$ cat src/core/smp_pkg.sv
/*
 * Shared constants for the serial master port: register offsets, field
 * positions, reset values, clock divisors and the transfer state encoding.
 * Assumes the host reaches the registers by byte offset within the block.
 */
package smp_pkg;

    // Register offsets within the block's I/O window
    localparam int ADDR_W = 4;
    localparam logic [3:0] OFS_CTRL = 4'h8;
    localparam logic [3:0] OFS_STAT = 4'h9;
    localparam logic [3:0] OFS_DATA0 = 4'ha;
    localparam logic [3:0] OFS_DATA1 = 4'hb;
    localparam logic [3:0] OFS_DATA2 = 4'hc;
    localparam logic [3:0] OFS_DATA3 = 4'hd;
    localparam logic [3:0] OFS_DEBUG = 4'he;

    // Control register fields
    localparam int CTRL_CPOL = 7;
    localparam int CTRL_CPHA = 6;
    localparam int CTRL_LEN_LO = 4;
    localparam int CTRL_MAN = 3;
    localparam int CTRL_SEL_LO = 0;

    // Status/config register fields
    localparam int STAT_INTERRUPT_LINE_SELECT_LO = 6;
    localparam int STAT_CLK_LO = 4;
    localparam int STAT_IRQEN = 3;
    localparam int STAT_LSB = 2;
    localparam int STAT_HWINT = 1;
    localparam int STAT_BUSY = 0;

    // Debug register fields
    localparam int DBG_LOOP = 1;

    // Reset values
    localparam logic [7:0] CTRL_RST = 8'h00;
    localparam logic [5:0] STAT_CFG_RST = 6'h00;
    localparam logic [31:0] DATA_RST = 32'h0000_0000;
    localparam logic DBG_LOOP_RST = 1'b0;

    // Serial clock divisors of the host-bus clock for rate codes 00..11
    localparam int HOST_CLK_MHZ = 33;
    localparam int DIV_CODE0 = 32;
    localparam int DIV_CODE1 = 16;
    localparam int DIV_CODE2 = 8;
    localparam int DIV_CODE3 = 4;

    // The peripheral interrupt input is not wired on this product
    localparam logic PERIPH_IRQ_CONNECTED = 1'b0;

    // Write queue
    localparam int WQ_DEPTH = 8;
    localparam int WQ_WIDTH = 12;

    typedef enum logic [1:0] {
        SMP_IDLE = 2'b00,
        SMP_SETUP = 2'b01,
        SMP_RUN = 2'b11,
        SMP_HOLD = 2'b10
    } smp_state_t;

endpackage

$ cat src/core/smp_fifo.sv
/*
 * Small synchronous FIFO with valid/ready on both sides.
 * Assumes one clock and a synchronous active-low reset.
 */
`timescale 1ns/1ps
`default_nettype none

module smp_fifo #(
    parameter int WIDTH = 12,
    parameter int DEPTH = 8
) (
    // Clock and reset
    input wire logic i_ref_clk,
    input wire logic i_rst_n,
    // Fill side
    input wire logic i_in_valid,
    output logic o_in_ready,
    input wire logic [WIDTH-1:0] i_in_data,
    // Drain side
    output logic o_out_valid,
    input wire logic i_out_ready,
    output logic [WIDTH-1:0] o_out_data
);
    localparam int AW = $clog2(DEPTH);
    localparam int CW = $clog2(DEPTH + 1);

    typedef struct packed {
        logic [DEPTH-1:0][WIDTH-1:0] mem;
        logic [AW-1:0] wp;
        logic [AW-1:0] rp;
        logic [CW-1:0] cnt;
    } smp_fifo_st_t;

    smp_fifo_st_t q_r;
    smp_fifo_st_t q_nxt;
    logic push;
    logic pop;

    assign o_in_ready = (q_r.cnt != CW'(DEPTH));
    assign o_out_valid = (q_r.cnt != '0);
    assign o_out_data = q_r.mem[q_r.rp];
    assign push = i_in_valid && o_in_ready;
    assign pop = o_out_valid && i_out_ready;

    always_comb begin
        q_nxt = q_r;
        if (push) begin
            q_nxt.mem[q_r.wp] = i_in_data;
            q_nxt.wp = (q_r.wp == AW'(DEPTH - 1)) ? '0 : q_r.wp + 1'b1;
        end
        if (pop) begin
            q_nxt.rp = (q_r.rp == AW'(DEPTH - 1)) ? '0 : q_r.rp + 1'b1;
        end
        if (push && !pop) begin
            q_nxt.cnt = q_r.cnt + 1'b1;
        end else if (pop && !push) begin
            q_nxt.cnt = q_r.cnt - 1'b1;
        end
    end

    always_ff @(posedge i_ref_clk) begin
        if (!i_rst_n) begin
            q_r <= '0;
        end else begin
            q_r <= q_nxt;
        end
    end

endmodule // smp_fifo

`default_nettype wire

$ cat src/core/smp_spi_master_port.sv
/*
 * Register-driven serial master: control, status/config, four data bytes
 * and a debug byte, written through an eight-entry write queue and read
 * directly. Shifts frames of 8 to 32 bits to one of seven selects.
 * Assumes the reference clock stands for the host-bus clock the serial
 * clock is divided from, and that all inputs are synchronous to it.
 *
 */
`timescale 1ns/1ps
`default_nettype none

module smp_spi_master_port (
    // Clock and reset
    input wire logic i_ref_clk,
    input wire logic i_rst_n,
    // Host register port
    input wire logic i_wr,
    input wire logic i_rd,
    input wire logic [3:0] i_addr,
    input wire logic [7:0] i_wdata,
    output logic o_wr_ready,
    output logic [7:0] o_rdata,
    output logic o_rd_valid,
    // Serial bus
    output logic o_sclk,
    output logic o_mosi,
    input wire logic i_miso,
    output logic [6:0] o_sel_n,
    // Interrupts
    input wire logic i_periph_irq_n,
    output logic [3:0] o_irq_req
);
    typedef struct packed {
        logic [7:0] ctrl;
        logic [5:0] stat_cfg;
        logic loop;
        logic [31:0] word;
        smp_pkg::smp_state_t st;
        logic [3:0] div_cnt;
        logic [6:0] edge_cnt;
        logic have_smp;
        logic smp;
        logic sclk;
        logic mosi;
        logic [6:0] sel_n;
        logic [7:0] rdata;
        logic rd_valid;
        logic irq_act;
        logic [3:0] irq_req;
    } smp_port_st_t;

    smp_port_st_t q_r;
    smp_port_st_t q_nxt;

    logic wq_valid;
    logic wq_ready;
    logic [smp_pkg::WQ_WIDTH-1:0] wq_data;

    // Reload value for one half period of the serial clock
    function automatic logic [3:0] half_reload(input logic [1:0] code);
        unique case (code)
            2'b00: half_reload = 4'(smp_pkg::DIV_CODE0 / 2 - 1);
            2'b01: half_reload = 4'(smp_pkg::DIV_CODE1 / 2 - 1);
            2'b10: half_reload = 4'(smp_pkg::DIV_CODE2 / 2 - 1);
            2'b11: half_reload = 4'(smp_pkg::DIV_CODE3 / 2 - 1);
        endcase
    endfunction

    // Active-low one-of-seven select, code 000 selects nothing
    function automatic logic [6:0] sel_decode(input logic [2:0] code);
        logic [7:0] onehot;
        onehot = 8'h01 << code;
        sel_decode = ~onehot[7:1];
    endfunction

    // Shift the frame window [31:lo] one place, taking in bit b
    function automatic logic [31:0] shift_word(input logic [31:0] w, input logic b,
                                               input logic [4:0] lo, input logic lsb);
        logic [31:0] r;
        r = w;
        for (int i = 0; i < 32; i++) begin
            if (!lsb) begin
                if (i > int'(lo)) begin
                    r[i] = w[5'(i - 1)];
                end else if (i == int'(lo)) begin
                    r[i] = b;
                end
            end else begin
                if (i >= int'(lo) && i < 31) begin
                    r[i] = w[5'(i + 1)];
                end else if (i == 31) begin
                    r[i] = b;
                end
            end
        end
        shift_word = r;
    endfunction

    smp_fifo #(
        .WIDTH(smp_pkg::WQ_WIDTH),
        .DEPTH(smp_pkg::WQ_DEPTH)
    ) u_write_queue (
        .i_ref_clk(i_ref_clk),
        .i_rst_n(i_rst_n),
        .i_in_valid(i_wr),
        .o_in_ready(o_wr_ready),
        .i_in_data({i_addr, i_wdata}),
        .o_out_valid(wq_valid),
        .i_out_ready(wq_ready),
        .o_out_data(wq_data)
    );

    // Register writes are held in the queue until the engine is idle
    assign wq_ready = (q_r.st == smp_pkg::SMP_IDLE);

    always_comb begin
        logic [3:0] waddr;
        logic [7:0] wdat;
        logic start;
        logic lsb;
        logic [1:0] len;
        logic [4:0] lo;
        logic [6:0] total;
        logic rx;
        logic new_lvl;
        logic smp_edge;
        logic busy;
        waddr = wq_data[11:8];
        wdat = wq_data[7:0];
        start = 1'b0;
        lsb = 1'b0;
        len = 2'b00;
        lo = 5'd0;
        total = 7'd0;
        rx = 1'b0;
        new_lvl = 1'b0;
        smp_edge = 1'b0;
        busy = 1'b0;
        q_nxt = q_r;
        q_nxt.rd_valid = 1'b0;

        // Peripheral interrupt, forced inactive when unwired
        q_nxt.irq_act = smp_pkg::PERIPH_IRQ_CONNECTED & ~i_periph_irq_n;
        q_nxt.irq_req = 4'h0;
        if (q_r.stat_cfg[smp_pkg::STAT_IRQEN - 2] && q_r.irq_act) begin
            q_nxt.irq_req[q_r.stat_cfg[5:4]] = 1'b1;
        end

        // Register writes from the queue
        if (wq_valid && wq_ready) begin
            unique case (waddr)
                smp_pkg::OFS_CTRL: q_nxt.ctrl = wdat;
                smp_pkg::OFS_STAT: q_nxt.stat_cfg = wdat[7:2];
                smp_pkg::OFS_DATA0: q_nxt.word[7:0] = wdat;
                smp_pkg::OFS_DATA1: q_nxt.word[15:8] = wdat;
                smp_pkg::OFS_DATA2: q_nxt.word[23:16] = wdat;
                smp_pkg::OFS_DATA3: begin
                    q_nxt.word[31:24] = wdat;
                    start = 1'b1;
                end
                smp_pkg::OFS_DEBUG: q_nxt.loop = wdat[smp_pkg::DBG_LOOP];
                default: ;
            endcase
        end

        lsb = q_nxt.stat_cfg[smp_pkg::STAT_LSB - 2];
        len = q_nxt.ctrl[smp_pkg::CTRL_LEN_LO +: 2];
        lo = 5'({~len, 3'b000});
        total = 7'((32'(len) + 32'd1) * 32'd16);
        rx = q_r.loop ? q_r.mosi : i_miso;

        unique case (q_r.st)
            smp_pkg::SMP_IDLE: begin
                q_nxt.sclk = q_nxt.ctrl[smp_pkg::CTRL_CPOL];
                if (start) begin
                    q_nxt.st = smp_pkg::SMP_SETUP;
                    q_nxt.div_cnt = half_reload(q_nxt.stat_cfg[3:2]);
                    q_nxt.edge_cnt = 7'd0;
                    q_nxt.have_smp = 1'b0;
                    q_nxt.mosi = lsb ? q_nxt.word[lo] : q_nxt.word[31];
                end
            end
            smp_pkg::SMP_SETUP: begin
                if (q_r.div_cnt == 4'd0) begin
                    q_nxt.st = smp_pkg::SMP_RUN;
                    q_nxt.div_cnt = half_reload(q_r.stat_cfg[3:2]);
                end else begin
                    q_nxt.div_cnt = q_r.div_cnt - 4'd1;
                end
            end
            smp_pkg::SMP_RUN: begin
                if (q_r.div_cnt == 4'd0) begin
                    q_nxt.div_cnt = half_reload(q_r.stat_cfg[3:2]);
                    new_lvl = ~q_r.sclk;
                    q_nxt.sclk = new_lvl;
                    q_nxt.edge_cnt = q_r.edge_cnt + 7'd1;
                    smp_edge = (new_lvl == ~q_r.ctrl[smp_pkg::CTRL_CPHA]);
                    if (smp_edge) begin
                        q_nxt.smp = rx;
                        q_nxt.have_smp = 1'b1;
                    end else if (q_r.have_smp) begin
                        q_nxt.word = shift_word(q_r.word, q_r.smp, lo, lsb);
                        q_nxt.mosi = lsb ? q_nxt.word[lo] : q_nxt.word[31];
                        q_nxt.have_smp = 1'b0;
                    end
                    if (q_r.edge_cnt + 7'd1 == total) begin
                        q_nxt.st = smp_pkg::SMP_HOLD;
                        if (smp_edge) begin
                            // Last edge samples: fold the final bit in now
                            q_nxt.word = shift_word(q_r.word, rx, lo, lsb);
                            q_nxt.have_smp = 1'b0;
                        end
                    end
                end else begin
                    q_nxt.div_cnt = q_r.div_cnt - 4'd1;
                end
            end
            smp_pkg::SMP_HOLD: begin
                if (q_r.div_cnt == 4'd0) begin
                    q_nxt.st = smp_pkg::SMP_IDLE;
                    q_nxt.sclk = q_r.ctrl[smp_pkg::CTRL_CPOL];
                end else begin
                    q_nxt.div_cnt = q_r.div_cnt - 4'd1;
                end
            end
        endcase

        // Select lines: software-held in manual mode, transfer-framed otherwise
        if (q_nxt.ctrl[smp_pkg::CTRL_MAN]) begin
            q_nxt.sel_n = sel_decode(q_nxt.ctrl[2:0]);
        end else if (q_nxt.st != smp_pkg::SMP_IDLE) begin
            q_nxt.sel_n = sel_decode(q_nxt.ctrl[2:0]);
        end else begin
            q_nxt.sel_n = 7'h7f;
        end

        // Register reads, answered one cycle later
        busy = (q_r.st != smp_pkg::SMP_IDLE) || wq_valid;
        if (i_rd) begin
            q_nxt.rd_valid = 1'b1;
            unique case (i_addr)
                smp_pkg::OFS_CTRL: q_nxt.rdata = q_r.ctrl;
                smp_pkg::OFS_STAT: q_nxt.rdata = {q_r.stat_cfg, q_r.irq_act, busy};
                smp_pkg::OFS_DATA0: q_nxt.rdata = q_r.word[7:0];
                smp_pkg::OFS_DATA1: q_nxt.rdata = q_r.word[15:8];
                smp_pkg::OFS_DATA2: q_nxt.rdata = q_r.word[23:16];
                smp_pkg::OFS_DATA3: q_nxt.rdata = q_r.word[31:24];
                smp_pkg::OFS_DEBUG: q_nxt.rdata = {6'h00, q_r.loop, 1'b0};
                default: q_nxt.rdata = 8'h00;
            endcase
        end
    end

    always_ff @(posedge i_ref_clk) begin
        if (!i_rst_n) begin
            q_r <= '0;
            q_r.ctrl <= smp_pkg::CTRL_RST;
            q_r.stat_cfg <= smp_pkg::STAT_CFG_RST;
            q_r.loop <= smp_pkg::DBG_LOOP_RST;
            q_r.word <= smp_pkg::DATA_RST;
            q_r.st <= smp_pkg::SMP_IDLE;
            q_r.sel_n <= 7'h7f;
        end else begin
            q_r <= q_nxt;
        end
    end

    assign o_sclk = q_r.sclk;
    assign o_mosi = q_r.mosi;
    assign o_sel_n = q_r.sel_n;
    assign o_rdata = q_r.rdata;
    assign o_rd_valid = q_r.rd_valid;
    assign o_irq_req = q_r.irq_req;

endmodule // smp_spi_master_port

`default_nettype wire

$ cat config.mk
export PLATFORM = sky130hd
export DESIGN_NAME = smp_spi_master_port
export DESIGN_NICKNAME = d
export VERILOG_FILES = /design/src/core/smp_pkg.sv /design/src/core/smp_fifo.sv /design/src/core/smp_spi_master_port.sv
export SDC_FILE = /design/constraint.sdc
export NUM_CORES = 1
export LEC_CHECK = 0
export BUFFER_PORTS_ARGS = -buffer_cell sky130_fd_sc_hd__buf_2
export CORE_ASPECT_RATIO = 0.9
export CORE_UTILIZATION = 35
export DETAILED_ROUTE_END_ITERATION = 12
export PLACE_DENSITY = 0.51
export SYNTH_ARGS = -nofsm -noshare
export SYNTH_HDL_FRONTEND = slang
export SYNTH_SLANG_ARGS = --single-unit
$ cat constraint.sdc
create_clock -name i_ref_clk -period 12.63 [get_ports i_ref_clk]
set_clock_uncertainty 0.2 [all_clocks]
set_input_delay 2.526 -clock i_ref_clk [delete_from_list [all_inputs] [get_ports i_ref_clk]]
set_output_delay 2.526 -clock i_ref_clk [all_outputs]
set_load 0.01 [all_outputs]
==> results by stage, run 1 <==
Run status:
- The flow ran to the end, and the final reports show no timing, DRC or antenna violations.

Route:
- The routed wirelength normalized by instance count is 18.0 µm.
- In the routed layout, each cell is associated on average with a via count of 5.26.
- The number of violations reported at the end of detailed-routing iteration 0 is 550.
- The total number of vias is 7225.
- The post-route DRC violation count is 0.
- The final antenna-violating net count is 0.
- The first detailed-routing pass ran for 4 iterations.
- The routed design has 24700 µm of wire.

Logic synthesis:
- In this run, distinct cell masters in the synthesized netlist total 70.
- The mapped netlist covers 9360 µm².
- The yosys synthesis warning count is 0.
- The most used flip-flop cell after synthesis is sky130_fd_sc_hd__dfxtp_1.
- The register bit count reported by yosys is about 190.
- In the synthesized netlist, the number of instances is ~1000.
- The number of enable flip-flop cells after synthesis is 0.
- The sequential element share of the synthesized area is 0.398.
- The share of flip-flops with an asynchronous set or reset is 0.
- The average footprint of a synthesized cell is 8.98 µm².

GRT:
- The first-pass GRT wire length is roughly 39000 µm.
- Entering global routing, the biggest net connects 89 pins.
- The number of global-route vias before repair is 6594.
- The combined global-route utilization of all metal layers is 0.184.
- For met3 alone, demand over resource in global routing was 0.0285.
- The met1 track demand over resource is 0.273.
- The global routing stage identified its most utilized layer as met2.
- The initial antenna violation count was 0.
- After global routing the overflow that remains totals 0.
- For met2 alone, demand over resource in global routing was 0.278.

Timing:
- The slew at the pin closest to its max-slew limit is 1220 ps.
- The final number of hold-violating endpoints is 0.
- Setup violations remaining at the end of the flow were counted as 0.
- The maximum clock frequency is 157 MHz.
- The minimum period implied by the final worst setup slack is 6350 ps.
- The sum of negative setup slack is 0 ps.
- Setup repair after global routing left no endpoint under its margin.
- The relative max-transition margin is 0.183.
- In the finished design, the share of the clock period the worst path needs comes to 0.503.
- The final critical-path setup slack is about 6300 ps.
- The number of pins exceeding their max-slew limit in the final report is 0.

Placement:
- The detailed-placement wirelength estimate is 15900 µm.
- The final RePlAce weighted congestion is 0.792.
- The worst setup timing slack at the placement stage is 6330 ps.
- The number of input and output port buffers inserted is 35.
- The cell count after placement is 1342.

Finish:
- The layout filler cell count is 2626.
- The most frequent standard cell in the layout excluding fill and tap cells is sky130_fd_sc_hd__dfxtp_1.
- 0 antenna diodes ended up in the layout.
- The share of the core filled with cells in the final layout is 0.390.
- From synthesis to final layout, the design area changed by 8.81%.
- The final cell count without fillers is 1374.
- The library cells used most frequently in the layout, excluding fill and tap cells, are sky130_fd_sc_hd__dfxtp_1 (185), sky130_fd_sc_hd__nor2_1 (142), sky130_fd_sc_hd__nand2_1 (140).
- Registers take between 3000 and 4000 µm².
- The fraction of final layout cells with drive strength greater than 1 is 0.135.
- After the last flow step, the layout net total stands at 1046.
- The total area of multi-input combinational cells is 5160 µm².

Pwr:
- The part of the total power dissipated in the clock network is 0.371.
- The switching power is 0.000434 W.
- For this design the ratio of total power to cell area is 140 nW/µm².
- In this run the static leakage power is 4.14 nW.
- The internal power of the cells is between 0.0009 and 0.001 W.
- Of the total power, combinational logic draws 0.175.
- The maximum resistive drop on vdd is 92.9 µV.
- The share of total power dissipated in sequential elements is 0.454.
- Of the total power, the share spent switching nets is 0.304.

Floorplan:
- The effective utilization at floorplan is 0.358.
- During I/O placement, the number of pins put on the boundary was 41.
- The die is roughly 170 µm wide.
- The core region area is 26100 µm².
- The die boundary height is 157 µm.
- The row count is 56.
- The die outline area is ~27000 µm².

Job:
- Across the run, the number of max-cap violations was 0.

Clock tree:
- The clock-pin slew on the worst setup and hold paths is about 70 ps.
- The master cell of the clock root buffer is sky130_fd_sc_hd__clkbuf_16.
- Counting along the longest clock path gives a buffer depth of 2.
- Buffers added to address setup during post-CTS repair amount to 0.
- The number of buffers created by CTS is 17.
- For this design, the CTS-stage hold fixing added 0 buffers.
- The total number of H-tree levels is 4.
- The TritonCTS clock tree is built.
- The clock latency reported for the late side of the worst-skew pair is 430 ps.
- The TritonCTS sink count is 186.
- The number of gates resized after CTS was 0.

Critical path:
- The worst setup path category is register to register.
- STA classifies the critical path startpoint as a register.
- For the worst setup path, the data required time is 12720 ps.
- STA classifies the critical path endpoint as a register.
- The data arrival time of the critical path is 6440 ps.
- Along the worst path, the maximum fanout reaches 29.

Worst hold path:
- The path class of the lowest-slack min-delay path is register to register.
worst paths after layout:
kind                               from                     to  slack (ps)  cells past startpoint
setup reg to reg   u_write_queue.q_r[4]                q_r[54]        6280                     13
hold reg to reg   u_write_queue.q_r[27]  u_write_queue.q_r[27]         250                      2
setup / recovery   u_write_queue.q_r[4]                q_r[54]        6280                     13
hold / removal    u_write_queue.q_r[27]  u_write_queue.q_r[27]         250                      2
cell families (layout without fill, tap and decap cells):
family / Yosys count / after routing / synth area share
and+or+nand+nor: 366 / 366 / 0.171
DFF: 186 / 186 / 0.398
AOI/OAI and AO/OA: 180 / 180 / 0.120
muxes: 174 / 174 / 0.221
buffers and inverters: 109 / 89 / 0.0559
adders and majority gates: 15 / 15 / 0.0208
xor gates and xnor gates: 12 / 12 / 0.0142
other: 1 / 4 / 0.000400
registers in the layout, summed over array words and instances (netlist names):
name	cells
o_sclk	1
o_mosi	1
o_rdata	8
q_r	62
o_sel_n	7
u_write_queue.q_r	106
o_rd_valid	1
critical path, stage by stage (launching register included):
cell	delay, ps
sky130_fd_sc_hd__dfxtp_2	1020
sky130_fd_sc_hd__mux2i_1	180
sky130_fd_sc_hd__mux4_2	550
sky130_fd_sc_hd__a2111oi_4	650
sky130_fd_sc_hd__nand2_4	250
sky130_fd_sc_hd__mux2_4	450
sky130_fd_sc_hd__ha_1	750
sky130_fd_sc_hd__xnor3_1	340
sky130_fd_sc_hd__nand2_1	70
sky130_fd_sc_hd__nor4_1	370
sky130_fd_sc_hd__nand3_2	250
sky130_fd_sc_hd__and2_1	490
sky130_fd_sc_hd__nand2_1	460
sky130_fd_sc_hd__o22ai_1	140
area by class of cell:
cell class              count  share of cell area
multi-input cells         751               0.506
inverters                  13             0.00504
flip-flops and latches    186               0.366
clock inverters            13              0.0129
well taps                 348              0.0427
repair buffers             44              0.0238
clock buffers              19              0.0435
per-stage QoR:
step                      cell area (µm²)  power, W  hold WS, ps
after floorplan                      9380  0.000849          233
after global placement               9610  0.000913          240
after detailed placement             9610  0.000916          245
after CTS                           10200   0.00145          256
after global routing                10200   0.00150          268
final                               10200   0.00143          252
power groups by stage:
stage	clock, W	combinational (W)	sequential [W]
after detailed placement	0	0.000253	0.000663
after floorplan	0	0.000217	0.000631
after CTS	0.000543	0.000254	0.000650
final	0.000530	0.000251	0.000650
after global routing	0.000570	0.000275	0.000655
after global placement	0	0.000250	0.000663
synth_stat cells, drive strengths merged, types with 2 or more instances:
library cell | instances | area share
o21a | 5 | 0.0040
xor2 | 7 | 0.0065
nand2b | 15 | 0.010
nand4b | 3 | 0.0028
nor4b | 2 | 0.0019
nand4 | 3 | 0.0020
nor2 | 143 | 0.058
and3 | 5 | 0.0033
a211oi | 6 | 0.0048
nor4 | 4 | 0.0027
ha | 14 | 0.019
o221ai | 2 | 0.0019
a21oi | 84 | 0.046
mux2i | 133 | 0.14
a22oi | 3 | 0.0024
clkbuf | 57 | 0.023
nor2b | 10 | 0.0067
o22ai | 8 | 0.0053
nand2 | 141 | 0.057
nand3b | 4 | 0.0032
inv | 12 | 0.0048
mux2 | 17 | 0.021
or3 | 4 | 0.0032
a311oi | 2 | 0.0019
xnor3 | 2 | 0.0048
o211ai | 20 | 0.018
xnor2 | 3 | 0.0028
dfxtp | 186 | 0.40
a31oi | 8 | 0.0053
nor3 | 7 | 0.0043
and2 | 3 | 0.0020
or2 | 2 | 0.0013
nand3 | 17 | 0.0096
mux4 | 24 | 0.058
o21ai | 29 | 0.015
buf | 39 | 0.028
routing by layer:
metal,wire (µm),part of all wire
met5,0,0
met4,257,0.010
met3,1110,0.045
met2,10600,0.43
met1,12700,0.52
Power figures use the tool's default switching activity.
==> run 2: changes to the inputs <==
--- a/config.mk
+++ b/config.mk
@@ -9,7 +9,7 @@
 export CORE_ASPECT_RATIO = 0.9
 export CORE_UTILIZATION = 35
 export DETAILED_ROUTE_END_ITERATION = 12
-export PLACE_DENSITY = 0.51
+export PLACE_DENSITY = 0.53
 export SYNTH_ARGS = -nofsm -noshare
 export SYNTH_HDL_FRONTEND = slang
 export SYNTH_SLANG_ARGS = --single-unit
==> constraint.sdc (replaced) <==
create_clock -name i_ref_clk -period 5.6 [get_ports i_ref_clk]
set_clock_uncertainty 0.2 [all_clocks]
set_input_delay 1.12 -clock i_ref_clk [delete_from_list [all_inputs] [get_ports i_ref_clk]]
set_output_delay 1.12 -clock i_ref_clk [all_outputs]
set_load 0.01 [all_outputs]
==> results by stage, run 2 (synthesis gave the netlist of run 1 again) <==
Critical path:
- The largest stage delay on the critical path was 680 ps (-340 ps).
- The critical path startpoint category is a register.
- The number of buffers and inverters on the critical path was 0 (unchanged).
- The data arrival time of the critical path is 5240 ps (-1200 ps).
- The worst setup path category is register to register.
- The required arrival time at the worst endpoint is 5700 ps (-7020 ps).
- The reg2reg setup slack is 460 ps (-5820 ps).
- The worst register-to-register path begins at u_write_queue.q_r[4].
- The maximum fanout along the worst path is 18 (-38%).
- The signal on the critical path passes through mux4_2, a2111oi_4, nand2_4, mux2_4, ha_1, xnor3_1, nand2_1, nor4_1, nand3_2, and2_1, nand2_1, o22ai_1.
- Counting stages on the worst path, the most repeated cell is sky130_fd_sc_hd__nand2_1.
- The number of logic stages on the critical path including buffering is 12 (-1).
- In this design, the largest share of critical-path delay is due to simple AND/OR/NAND/NOR gates.
- Following the worst setup path forward leads to its endpoint at q_r[54].
- The endpoint identified for the worst register-to-register timing path is q_r[54].
- The most critical setup path has its startpoint at u_write_queue.q_r[4].
- The kind of end point of the critical path is a register.
- The count of cells along the worst register-to-register path is 12 (-1).
- The master of the slowest instance on the critical path is sky130_fd_sc_hd__dfxtp_2.

Pwr:
- The internal power of the cells is 0.00232 W (+130%).
- The share of power burned in combinational logic is 0.179 (+0.004).
- The proportion of total power due to net switching is 0.295 (-0.00904).
- The power per unit of standard cell area is 318 nW/µm² (+130%).
- The total power draw is 0.00328 W (+130%).
- The part of the total power dissipated in the clock network is 0.381 (+0.010).
- The maximum resistive drop on vdd is 213 µV (+130%).
- The leakage component of the power is 4.22 nW (+1.8%).
- The switching power came to 0.000967 W (+120%).
- The fraction of power consumed by sequential logic was 0.439 (-0.015).

Timing:
- The count of endpoints failing setup in the final report is 0 (unchanged).
- Setup repair after global routing left no endpoint under its margin.
- The maximum clock frequency was 194 MHz (+24%).
- The final number of hold-violating endpoints is 0 (unchanged).
- The number of pins exceeding their max-slew limit in the final report is 0 (unchanged).
- The final critical-path setup slack was 458 ps (-5820 ps).
- The relative max-transition margin is 0.253 (+0.0695).
- The minimum period implied by the final worst setup slack is 5140 ps (-1210 ps).
- The sum of negative setup slack is 0 ps (unchanged).
- The fraction of the cycle the final worst path needs was 0.918 (+0.415).
- The worst-case hold slack is 252 ps (+0.209 ps).
- The slew at the pin closest to its max-slew limit is 1110 ps (-104 ps).

GRT:
- The final global-route overflow total is 0 (unchanged).
- The met3 routing resource usage after global routing came to 0.0329 (+0.00435).
- The met1 track demand over resource was 0.258 (-0.0144).
- The initial antenna violation count is 0 (unchanged).
- The busiest metal layer after global routing is met2.
- The first-pass GRT wire length came to 39300 µm (+1.2%).
- The combined global-route utilization of all metal layers was 0.185 (+0.000675).
- The number of global-route vias before repair is 6927 (+5.1%).
- The maximum number of pins on one net before global-route repair is 84 (-5.6%).
- The global-route track usage on met2 came to 0.293 (+0.0150).

Clock tree:
- The master cell of the clock root buffer is sky130_fd_sc_hd__clkbuf_16.
- TritonCTS built the clock tree.
- The largest buffer count on any clock path is 2 (unchanged).
- The buffer count from post-CTS setup fixing came to 0 (unchanged).
- The clock-pin slew on the worst setup and hold paths is 70 ps (about the same).
- The TritonCTS sink count is 186 (unchanged).
- The clock latency reported for the late side of the worst-skew pair is 440 ps (about the same).
- The number of hold buffers added after CTS came to 0 (unchanged).
- The number of buffers created by CTS is 17 (unchanged).
- The total number of H-tree levels was 4 (unchanged).
- The post-CTS resize count came to 0 (unchanged).

Floorplan:
- The core region area is 26100 µm² (unchanged).
- The die outline area was 27400 µm² (unchanged).
- The effective utilization at floorplan came to 0.358 (unchanged).
- The die boundary height came to 157 µm (unchanged).
- The row count is 56 (unchanged).
- The number of ports placed on the die boundary was 41 (unchanged).
- The floorplan die width is 174 µm (unchanged).

Placement:
- The number of input and output port buffers inserted came to 35 (unchanged).
- The final RePlAce weighted congestion was 0.810 (+2.2%).
- The post-placement cell area came to 9700 µm² (+0.90%).
- The detailed-placement wirelength estimate is 16300 µm (+2.6%).
- The worst setup timing slack at the placement stage is 431 ps (-5900 ps).

Finish:
- The relative area change from synthesis to final layout is 10.1%.
- The fraction of final layout cells with drive strength greater than 1 is 0.145 (+0.00917).
- Leaving out fill and tap cells, the most frequent cells in the layout are sky130_fd_sc_hd__dfxtp_1 (185), sky130_fd_sc_hd__nor2_1 (142), sky130_fd_sc_hd__nand2_1 (140).
- The number of inserted diodes is 0 (unchanged).
- The top register by number of flip-flops is u_write_queue.q_r.
- The cell area after layout is 10300 µm² (+1.2%).
- The flip-flop count of the largest register, all copies and words added came to 106 (unchanged).
- The number of nets in the finished design is 1057 (+1.1%).
- Leaving out fill and tap cells, the most frequent cell in the layout is sky130_fd_sc_hd__dfxtp_1.

Job:
- The number of violations of the max-capacitance limit was 0 (unchanged).

Route:
- The number of violations reported at the end of detailed-routing iteration 0 is 543 (-1.3%).
- The routed wirelength normalized by instance count is 17.6 µm (-2.0%).
- The number of detailed-routing iterations run before antenna repair is 7 (+3).
- The via-per-instance ratio is 5.21 (-0.86%).
- The post-route DRC violation count is 0 (unchanged).
- The final wirelength is 24400 µm (-1.3%).
- The total number of vias is 7220 (-0.069%).
- The final antenna-violating net count was 0 (unchanged).

Worst hold path:
- The worst hold path belongs to the class register to register.

Run status:
- The flow ran to the end, and the final reports show no timing, DRC or antenna violations.
run 2: final cells by class:
class / count / area [µm²]
Clock inverter: 12 / 155
Tap cell: 348 / 435
Sequential cell: 186 / 3720
Clock buffer: 20 / 457
Inverter: 13 / 51.3
Timing Repair Buffer: 55 / 338
Fill cell: 2644 / 15800
Multi-Input combinational cell: 751 / 5150
run 2: worst min-delay path by stage:
stage	to	cells after the start	startpoint	slack (ps)
floorplan	u_write_queue.q_r[25]	2	u_write_queue.q_r[25]	230
CTS	u_write_queue.q_r[85]	2	u_write_queue.q_r[85]	250
detailed placement	u_write_queue.q_r[85]	2	u_write_queue.q_r[85]	240
finish	u_write_queue.q_r[86]	2	u_write_queue.q_r[86]	250
global placement	u_write_queue.q_r[83]	2	u_write_queue.q_r[83]	240
global route	u_write_queue.q_r[89]	2	u_write_queue.q_r[89]	270
run 2: metal layers:
layer	part of all wire	vias up	wire length (µm)
met5	0	-	0
met4	0.015	0	372
met3	0.040	27	981
met2	0.44	142	10700
met1	0.50	3472	12300
li1	-	3579	-
run 2: worst min-delay path, stage by stage, from the launching register on:
cell                      delay, ps
sky130_fd_sc_hd__dfxtp_1        310
sky130_fd_sc_hd__nand2_1         50
sky130_fd_sc_hd__a21oi_1         50
run 2: power by group through the flow:
stage / Sequential [W] / Clock, W / Combinational, W
2_1_floorplan: 0.00142 / 0 / 0.000490
3_3_place_gp: 0.00147 / 0 / 0.000591
3_5_place_dp: 0.00147 / 0 / 0.000594
4_1_cts: 0.00144 / 0.00128 / 0.000597
5_1_grt: 0.00145 / 0.00133 / 0.000656
6_report: 0.00144 / 0.00125 / 0.000589
run 2: metrics by stage:
step	utilization	std cells
2_1_floorplan	-	1046
3_3_place_gp	0.371	1353
3_5_place_dp	0.371	1353
4_1_cts	0.395	1385
5_1_grt	0.395	1385
6_report	0.395	1385
